==> config.mk <==
export PLATFORM = sky130hd
export DESIGN_NAME = tcac_top
export DESIGN_NICKNAME = d
export VERILOG_FILES = /design/src/logic/tcac_chan.v /design/src/logic/tcac_top.v
export VERILOG_INCLUDE_DIRS = /design/src /design/src/logic
export SDC_FILE = /design/constraint.sdc
export NUM_CORES = 1
export LEC_CHECK = 0
export BUFFER_PORTS_ARGS = -buffer_cell sky130_fd_sc_hd__buf_2
export CORE_MARGIN = 3
export CORE_UTILIZATION = 56
export CTS_BUF_LIST = sky130_fd_sc_hd__clkbuf_4 sky130_fd_sc_hd__clkbuf_8
export CTS_CLUSTER_SIZE = 40
export DETAILED_ROUTE_END_ITERATION = 12
export PLACE_DENSITY = 0.78
export SLEW_MARGIN = 20
export SYNTH_ARGS = -nofsm -noshare
export SYNTH_HDL_FRONTEND = slang
export SYNTH_HIERARCHICAL = 1
export SYNTH_SLANG_ARGS = --single-unit
==> constraint.sdc <==
create_clock -name CORE_CLK -period 4.7 [get_ports CORE_CLK]
set_input_delay 0.47 -clock CORE_CLK [delete_from_list [all_inputs] [get_ports CORE_CLK]]
set_output_delay 0.47 -clock CORE_CLK [all_outputs]
set_load 0.01 [all_outputs]
==> src/logic/tcac_defines.vh <==
// Register map, field layout and reset values of the timer access-coherency block
`ifndef TCAC_DEFINES_VH
`define TCAC_DEFINES_VH

// Byte addresses of the common registers
`define TCAC_ADDR_TSC        8'h00
`define TCAC_ADDR_CNTH       8'h04
`define TCAC_ADDR_CNTL       8'h08
`define TCAC_ADDR_MODH       8'h0C
`define TCAC_ADDR_MODL       8'h10
// Channel n occupies 16 bytes starting at base + 16*n
`define TCAC_CH_BASE_IDX     4'h2
`define TCAC_CH_OFF_SC       4'h0
`define TCAC_CH_OFF_VH       4'h4
`define TCAC_CH_OFF_VL       4'h8

// Timer status/control fields
`define TCAC_TSC_CPWMS       5
`define TCAC_TSC_CLKS_HI     4
`define TCAC_TSC_CLKS_LO     3
`define TCAC_TSC_PS_HI       2
`define TCAC_TSC_PS_LO       0
`define TCAC_TSC_MASK        8'h3F
// Channel status/control fields
`define TCAC_CSC_MS_HI       3
`define TCAC_CSC_MS_LO       2
`define TCAC_CSC_MASK        8'h0F
// Channel mode codes
`define TCAC_MS_CAPTURE      2'h0
`define TCAC_MS_COMPARE      2'h1

// Reset values and the free-running terminal count
`define TCAC_RST_BYTE        8'h00
`define TCAC_RST_WORD        16'h0000
`define TCAC_FREE_TERM       16'hFFFF

`endif

==> src/logic/tcac_chan.v <==
// One timer channel: value register, write buffer and read-coherency latch
`timescale 1ns/100ps
`default_nettype none
`include "tcac_defines.vh"

module tcac_chan (
  input  wire        clk,
  input  wire        srst,
  input  wire        ce,
  input  wire        debug,
  input  wire        clks_nz,
  input  wire        cpwms,
  input  wire        cnt_tick,
  input  wire        pwm_load,
  input  wire        tsc_wr,
  input  wire        sc_wr,
  input  wire        vh_wr,
  input  wire        vl_wr,
  input  wire        v_rd,
  input  wire        rd_hi,
  input  wire        capture,
  input  wire [7:0]  wdata,
  input  wire [15:0] cnt,
  output wire [7:0]  sc,
  output reg  [7:0]  rbyte
);

  reg  [7:0]  sc_ff;
  reg  [15:0] val_ff;
  reg  [15:0] buf_ff;
  reg  [15:0] lat_ff;
  reg         lat_vld_ff;
  reg         lat_hi_ff;
  reg         got_hi_ff;
  reg         got_lo_ff;
  reg         pend_ff;

  wire [1:0]  ms       = sc_ff[`TCAC_CSC_MS_HI:`TCAC_CSC_MS_LO];
  wire        ic_mode  = ~cpwms & (ms == `TCAC_MS_CAPTURE);
  wire        oc_mode  = ~cpwms & (ms == `TCAC_MS_COMPARE);
  wire        pwm_mode = ~ic_mode & ~oc_mode;
  wire [15:0] nxt_buf  = {vh_wr ? wdata : buf_ff[15:8], vl_wr ? wdata : buf_ff[7:0]};
  wire        v_wr     = (vh_wr | vl_wr) & ~ic_mode;
  wire        pair_done = v_wr & (got_hi_ff | vh_wr) & (got_lo_ff | vl_wr);
  wire        other_byte = lat_vld_ff & (lat_hi_ff != rd_hi);

  assign sc = sc_ff;

  // Read path: live value in debug or on the first byte of a pair, latched partner byte otherwise
  always @* begin
    if (debug) begin
      rbyte = rd_hi ? val_ff[15:8] : val_ff[7:0];
    end else if (other_byte) begin
      rbyte = rd_hi ? lat_ff[15:8] : lat_ff[7:0];
    end else begin
      rbyte = rd_hi ? val_ff[15:8] : val_ff[7:0];
    end
  end

  // Control, value, buffer and latch state
  always @(posedge clk) begin
    if (srst) begin
      sc_ff      <= `TCAC_RST_BYTE;
      val_ff     <= `TCAC_RST_WORD;
      buf_ff     <= `TCAC_RST_WORD;
      lat_ff     <= `TCAC_RST_WORD;
      lat_vld_ff <= 1'b0;
      lat_hi_ff  <= 1'b0;
      got_hi_ff  <= 1'b0;
      got_lo_ff  <= 1'b0;
      pend_ff    <= 1'b0;
    end else if (ce) begin
      if (sc_wr) begin
        sc_ff <= wdata & `TCAC_CSC_MASK;
        if (debug) begin
          lat_vld_ff <= 1'b0;
        end
      end
      // Read coherency only works outside debug halt
      if (v_rd && !debug) begin
        if (other_byte) begin
          lat_vld_ff <= 1'b0;
        end else begin
          lat_vld_ff <= 1'b1;
          lat_hi_ff  <= rd_hi;
          lat_ff     <= val_ff;
        end
      end
      if (tsc_wr) begin
        // Drops a half-written pair and any pending transfer
        got_hi_ff <= 1'b0;
        got_lo_ff <= 1'b0;
        pend_ff   <= 1'b0;
      end else if (v_wr) begin
        buf_ff <= nxt_buf;
        if (pair_done) begin
          got_hi_ff <= 1'b0;
          got_lo_ff <= 1'b0;
          if (clks_nz) begin
            pend_ff <= 1'b1;
          end else begin
            val_ff  <= nxt_buf;
            pend_ff <= 1'b0;
          end
        end else begin
          got_hi_ff <= got_hi_ff | vh_wr;
          got_lo_ff <= got_lo_ff | vl_wr;
        end
      end else if (pend_ff && ((oc_mode && cnt_tick) || (pwm_mode && pwm_load))) begin
        val_ff  <= buf_ff;
        pend_ff <= 1'b0;
      end else if (ic_mode && capture) begin
        val_ff <= cnt;
      end
    end
  end

endmodule // tcac_chan
`default_nettype wire

==> src/logic/tcac_top.v <==
// Timer counter with byte-access coherency, reached over APB
//
// The APB slave port and the register addresses were chosen for this implementation.
`timescale 1ns/100ps
`default_nettype none
`include "tcac_defines.vh"

module tcac_top #(
  parameter NCH = 2
) (
  input  wire            CORE_CLK,
  input  wire            SRST,
  input  wire            CLK_EN,
  input  wire            DEBUG_HALT,
  input  wire [NCH-1:0]  CAPTURE_EVT,
  input  wire            PSEL,
  input  wire            PENABLE,
  input  wire            PWRITE,
  input  wire [7:0]      PADDR,
  input  wire [31:0]     PWDATA,
  output reg  [31:0]     PRDATA,
  output reg             PREADY,
  output reg             PSLVERR,
  output reg  [15:0]     COUNT_VALUE
);

  reg  [7:0]  tsc_ff;
  reg  [15:0] mod_ff;
  reg  [6:0]  presc_ff;
  reg  [15:0] clat_ff;
  reg         clat_vld_ff;
  reg         clat_hi_ff;

  // Bus access completes at the edge where PREADY is already high
  wire        done     = PSEL & PENABLE & PREADY;
  wire        wr       = done & PWRITE;
  // Read side effects act at the edge that captures PRDATA, so latch and read data agree
  wire        rd_acc   = PSEL & PENABLE & ~PREADY & ~PWRITE;
  wire [7:0]  wbyte    = PWDATA[7:0];
  wire [3:0]  ch_idx   = PADDR[7:4] - `TCAC_CH_BASE_IDX;
  wire        ch_area  = (PADDR[7:4] >= `TCAC_CH_BASE_IDX) && ({1'b0, ch_idx} < NCH) && (PADDR[1:0] == 2'b00);
  wire        a_tsc    = (PADDR == `TCAC_ADDR_TSC);
  wire        a_cnth   = (PADDR == `TCAC_ADDR_CNTH);
  wire        a_cntl   = (PADDR == `TCAC_ADDR_CNTL);
  wire        a_modh   = (PADDR == `TCAC_ADDR_MODH);
  wire        a_modl   = (PADDR == `TCAC_ADDR_MODL);
  wire        a_csc    = ch_area & (PADDR[3:0] == `TCAC_CH_OFF_SC);
  wire        a_cvh    = ch_area & (PADDR[3:0] == `TCAC_CH_OFF_VH);
  wire        a_cvl    = ch_area & (PADDR[3:0] == `TCAC_CH_OFF_VL);
  wire        mapped   = a_tsc | a_cnth | a_cntl | a_modh | a_modl | a_csc | a_cvh | a_cvl;

  // Counter clocking: prescaler divides by 2 to the power of the select field
  wire [1:0]  clks     = tsc_ff[`TCAC_TSC_CLKS_HI:`TCAC_TSC_CLKS_LO];
  wire        clks_nz  = (clks != 2'b00);
  wire [2:0]  ps       = tsc_ff[`TCAC_TSC_PS_HI:`TCAC_TSC_PS_LO];
  wire [7:0]  div_full = 8'h01 << ps;
  wire [6:0]  div_m1   = div_full[6:0] - 7'h01;
  wire        run      = clks_nz & ~DEBUG_HALT;
  wire        cnt_tick = run & (presc_ff == div_m1);
  wire [15:0] term     = (mod_ff == `TCAC_RST_WORD) ? `TCAC_FREE_TERM : mod_ff;
  wire [15:0] term_m1  = term - 16'h0001;
  wire        pwm_load = cnt_tick & (COUNT_VALUE == term_m1);
  wire        cnt_wr   = wr & (a_cnth | a_cntl);
  wire        c_other  = clat_vld_ff & (clat_hi_ff != a_cnth);

  wire [8*NCH-1:0] ch_rbyte;
  wire [8*NCH-1:0] ch_sc;
  reg  [7:0]       nxt_rbyte;
  reg  [7:0]       ch_rsel;
  reg  [7:0]       ch_scsel;
  integer          k;

  // One channel instance per channel, selected by address nibble
  genvar g;
  generate
    for (g = 0; g < NCH; g = g + 1) begin : g_ch
      wire sel = ch_area & (ch_idx == g);
      tcac_chan u_chan (
        .clk      (CORE_CLK),
        .srst     (SRST),
        .ce       (CLK_EN),
        .debug    (DEBUG_HALT),
        .clks_nz  (clks_nz),
        .cpwms    (tsc_ff[`TCAC_TSC_CPWMS]),
        .cnt_tick (cnt_tick),
        .pwm_load (pwm_load),
        .tsc_wr   (wr & a_tsc),
        .sc_wr    (wr & a_csc & sel),
        .vh_wr    (wr & a_cvh & sel),
        .vl_wr    (wr & a_cvl & sel),
        .v_rd     (rd_acc & (a_cvh | a_cvl) & sel),
        .rd_hi    (a_cvh),
        .capture  (CAPTURE_EVT[g]),
        .wdata    (wbyte),
        .cnt      (COUNT_VALUE),
        .sc       (ch_sc[8*g +: 8]),
        .rbyte    (ch_rbyte[8*g +: 8])
      );
    end
  endgenerate

  // Read data mux; unmapped addresses read zero
  always @* begin
    ch_rsel  = `TCAC_RST_BYTE;
    ch_scsel = `TCAC_RST_BYTE;
    for (k = 0; k < NCH; k = k + 1) begin
      if (ch_idx == k) begin
        ch_rsel  = ch_rbyte[8*k +: 8];
        ch_scsel = ch_sc[8*k +: 8];
      end
    end
    if (a_tsc) begin
      nxt_rbyte = tsc_ff;
    end else if (a_cnth || a_cntl) begin
      if (!DEBUG_HALT && c_other) begin
        nxt_rbyte = a_cnth ? clat_ff[15:8] : clat_ff[7:0];
      end else begin
        nxt_rbyte = a_cnth ? COUNT_VALUE[15:8] : COUNT_VALUE[7:0];
      end
    end else if (a_modh) begin
      nxt_rbyte = mod_ff[15:8];
    end else if (a_modl) begin
      nxt_rbyte = mod_ff[7:0];
    end else if (a_csc) begin
      nxt_rbyte = ch_scsel;
    end else if (a_cvh || a_cvl) begin
      nxt_rbyte = ch_rsel;
    end else begin
      nxt_rbyte = `TCAC_RST_BYTE;
    end
  end

  // APB answer: one wait state, ready raised on the second access cycle
  always @(posedge CORE_CLK) begin
    if (SRST) begin
      PREADY  <= 1'b0;
      PRDATA  <= 32'h00000000;
      PSLVERR <= 1'b0;
    end else if (CLK_EN) begin
      PREADY <= PSEL & PENABLE & ~PREADY;
      if (PSEL && PENABLE && !PREADY) begin
        PSLVERR <= ~mapped;
        PRDATA  <= PWRITE ? 32'h00000000 : {24'h000000, nxt_rbyte};
      end else begin
        PSLVERR <= 1'b0;
      end
    end
  end

  // Timer control and modulus registers
  always @(posedge CORE_CLK) begin
    if (SRST) begin
      tsc_ff <= `TCAC_RST_BYTE;
      mod_ff <= `TCAC_RST_WORD;
    end else if (CLK_EN && wr) begin
      if (a_tsc) begin
        tsc_ff <= wbyte & `TCAC_TSC_MASK;
      end
      if (a_modh) begin
        mod_ff[15:8] <= wbyte;
      end
      if (a_modl) begin
        mod_ff[7:0] <= wbyte;
      end
    end
  end

  // Main counter and prescaler; a counter write wins over counting
  always @(posedge CORE_CLK) begin
    if (SRST) begin
      COUNT_VALUE <= `TCAC_RST_WORD;
      presc_ff    <= 7'h00;
    end else if (CLK_EN) begin
      if (cnt_wr) begin
        COUNT_VALUE <= `TCAC_RST_WORD;
        presc_ff    <= 7'h00;
      end else if (run) begin
        if (cnt_tick) begin
          presc_ff    <= 7'h00;
          COUNT_VALUE <= (COUNT_VALUE >= term) ? `TCAC_RST_WORD : COUNT_VALUE + 16'h0001;
        end else begin
          presc_ff <= presc_ff + 7'h01;
        end
      end
    end
  end

  // Counter read-coherency latch
  always @(posedge CORE_CLK) begin
    if (SRST) begin
      clat_ff     <= `TCAC_RST_WORD;
      clat_vld_ff <= 1'b0;
      clat_hi_ff  <= 1'b0;
    end else if (CLK_EN) begin
      if (cnt_wr) begin
        // Clears a half-read pair in any state
        clat_vld_ff <= 1'b0;
      end else if (wr && a_tsc && DEBUG_HALT) begin
        clat_vld_ff <= 1'b0;
      end else if (rd_acc && (a_cnth || a_cntl) && !DEBUG_HALT) begin
        if (c_other) begin
          clat_vld_ff <= 1'b0;
        end else begin
          clat_vld_ff <= 1'b1;
          clat_hi_ff  <= a_cnth;
          clat_ff     <= COUNT_VALUE;
        end
      end
    end
  end

endmodule // tcac_top
`default_nettype wire

==> impl_metrics.csv <==
group,metric,value,unit
placed_design,port_buffers,50,
pwr,p_leak,0.004376,µW
detailed_routing,wl_per_cell,19.68,µm
finish,nNetsFinal,1418,
placed_design,dpl-instance-area,0.01122,mm²
placed_design,post-dp-hpwl,22.16,mm
timing,relSlewSlack,35.45,%
global_route,antenna_found_initial,0,
finish,drive_gt1_share,16.37,%
detailed_routing,ant_nets,0,
yosys,ys_ff_latch,187,
worst_setup_path,worstSetupPathType,"flip-flop to flip-flop",
worst_setup_path,r2r_cells,19,
global_route,grtUsageTotal,29.26,%
die,fp.dieW,144.9,µm
yosys,synth.avg_cell_area,8.211,µm²
yosys,synth_area,0.01081,mm²
timing,max_freq,232.6,MHz
placed_design,routabilityCongestion,0.9744,
cts,cts_inserted_buffers,17,
die,die_y,144.9,µm
detailed_routing,drtPass1Iterations,6,
cts,clk_pin_slew,0.11,ns
detailed_routing,dr.first_iter.drc_count,1408,
timing,finalSetupViolCount,0,
run,maxCapViolCount,0,
detailed_routing,drc,0,
yosys,synth_edf_count,0,
detailed_routing,drt-vias-per-instance,6.245,
die,core_area,0.01883,mm²
timing,drv_slew,0,
yosys,synth_seq_area_share,34.65,%
timing,worstMarginPinSlew,0.9683,ns
die,pin_count,99,
finish,area_growth,8.059,%
worst_setup_path,crit_slowest_cell,"dfxtp_1",
yosys,ys.warnings.count,6,
worst_hold_path,min_path_type,"input pin to flip-flop",
cts,clockRootBuffer,"clkbuf_8",
cts,clock-sinks,187,
worst_setup_path,cp-start-kind,"flip-flop",
timing,fin_skew,0.01678,ns
pwr,ir_worst_vdd,0.1800,mV
timing,rsz0062_at_grt,"no",
timing,fin_setup_tns,0,ns
yosys,netlist.area_leader.share,34.65,%
die,die-area,0.02100,mm²
finish,n_antenna_cell,0,
timing,period_needed,4.300,ns
global_route,grt_pass1_wl,49.65,mm
cts,cts_setup_buffers,0,
timing,final-hold-violation-count,0,
yosys,yosys.cell_count.top_type,"nand2_1",
global_route,grt_max_degree,85,
worst_setup_path,cp.arrival,4.69,ns
finish,design_area,0.01168,mm²
cts,max-clock-path-buffers,2,
worst_hold_path,worstHoldPathCells,3,
worst_setup_path,path_cells,"nor4_4 -> nand4_1 -> nor2_2 -> nor2_1 -> ha_1 -> buf_4 -> nand2b_1 -> a311oi_1 -> and2_2 -> or4_1 -> o21ai_0 -> mux2i_1 -> a2111oi_2 -> buf_4 -> o21a_1 -> o21a_1 -> a2bb2oi_1 -> or2_2 -> a32o_1",
global_route,grt.overflow.total,0,
detailed_routing,drt_wl_total,31.92,mm
die,initial_core_util,57.38,%
run_status,status,"finished, final reports clean",
yosys,yosys-top-cells-area,"dfxtp_1 (35%), nand2_1 (6.9%), a21oi_1 (5.7%)",
global_route,grt_pass1_vias,8969,
die,core.rowCount,50,
cts,cts_tree,"yes",
yosys,synth.distinct_cells,80,
worst_setup_path,cp_data_required_time,5.09,ns
detailed_routing,vias,10130,
pwr,p_total,2911,µW
worst_setup_path,cp-end-kind,"flip-flop",
yosys,synth_common_cells,"nand2_1 (199), dfxtp_1 (187), a21oi_1 (124)",
yosys,async_flop_share,0,%
yosys,yosys_most_used_dff,"dfxtp_1",
timing,period_share,91.49,%
yosys,synth.largest_area_cell,"dfxtp_1",
yosys,synthCells,1316,
worst_setup_path,crit_fanout,8,
cts,insertion_delay,0.49,ns
worst_setup_path,cpPeakStageDelay,0.41,ns
pwr,powerDensity,249.3,mW/mm²
cts,h-tree-depth,4,
per-layer routing:
layer	track usage (%)	routed length, µm
met2	42.54	13610
met4	10.45	1059
met5	0	0
met1	43.30	13640
met3	5.653	3608
flip-flops by register name, indices dropped and copies added (netlist names), 6 cells and up:
| register | cells |
|---|---|
| COUNT_VALUE | 16 |
| PRDATA | 8 |
| clat_ff | 16 |
| g_ch.u_chan/buf_ff | 32 |
| g_ch.u_chan/lat_ff | 32 |
| g_ch.u_chan/sc | 8 |
| g_ch.u_chan/val_ff | 32 |
| mod_ff | 16 |
| presc_ff | 7 |
| tsc_ff | 6 |
per-stage QoR:
step	util (%)	hold slack, ns	instances	worst slack (ns)
floorplan	-	0.4316	1345	0.2459
global placement	59.61	0.4376	1590	0.3972
detailed placement	59.61	0.4416	1590	0.3382
CTS	61.93	0.3607	1622	0.3104
global route	62.01	0.3848	1622	0.1301
finish	62.01	0.3796	1622	0.4001
cells in the final DEF (no fill, tap or decap), types with 8 or more instances in the layout:
cell type,Yosys,final
o21ai_0,39,39
and3_1,9,9
dfxtp_1,187,187
nand3_1,91,91
o22a_1,33,33
xnor2_1,18,18
o22ai_1,8,8
ha_1,20,20
or2_2,29,29
clkbuf_8,0,17
nor3_1,20,18
mux4_2,16,16
xor2_1,11,11
nor2b_1,11,11
nand2_1,199,199
a211oi_1,12,12
a21oi_1,124,124
buf_2,25,49
mux2i_1,41,41
inv_1,26,26
a32o_1,34,34
or2_1,9,9
nor2_1,98,98
conb_1,3,32
buf_4,34,53
nand4_1,16,16
report_power, final:
part	switching, µW	total (µW)	internal (µW)
Sequential	0.761	1580	1580
Clock	649	1190	546
Combinational	103	131	27.9
Total	753	2910	2160
layout make-up:
class                   count  area [µm²]
well taps                 260       325.3
repair buffers            102       643.1
multi-input cells        1015        6430
clock inverters            15       202.7
fillers                  1671        7154
flip-flops and latches    187        3744
inverters                  26       97.59
clock buffers              17       234.0
logic make-up (layout without fill, tap and decap cells):
logic type               after synthesis  after routing  share of synthesized area, %
buffers and inverters                143            160                         7.144
other                                  3             32                        0.1042
flip-flops                           187            187                         34.65
adder cells (fa/ha/maj)               20             20                         2.316
AO/OA/AOI/OAI                        331            331                         21.48
XOR/XNOR                              29             29                         2.351
AND/OR/NAND/NOR                      542            542                         24.37
multiplexers                          61             61                         7.584
what timing repair did:
item,4_1_cts,5_1_grt
gates resized for setup,0,3
setup endpoints to repair,0,32
hold buffers,0,0
critical path: cells and delay by family, from the launching register on:
kind / cells / cell delay (ns)
adders and majority gates: 1 / 0.25
muxes: 1 / 0.13
AOI/OAI and AO/OA: 7 / 1.19
and+or+nand+nor: 8 / 1.88
DFF: 1 / 0.41
buffers and inverters: 2 / 0.35
worst paths after layout:
| path | from | end | slack, ns |
|---|---|---|---|
| min reg2reg | g_ch[0].u_chan/buf_ff[7] | g_ch[0].u_chan/buf_ff[7] | 0.45 |
| max reg2reg | mod_ff[3] | g_ch[1].u_chan/val_ff[13] | 0.40 |
| max | mod_ff[3] | g_ch[1].u_chan/val_ff[13] | 0.40 |
| min | PWDATA[6] | g_ch[0].u_chan/buf_ff[6] | 0.38 |
(Power assumes the default switching activity.)
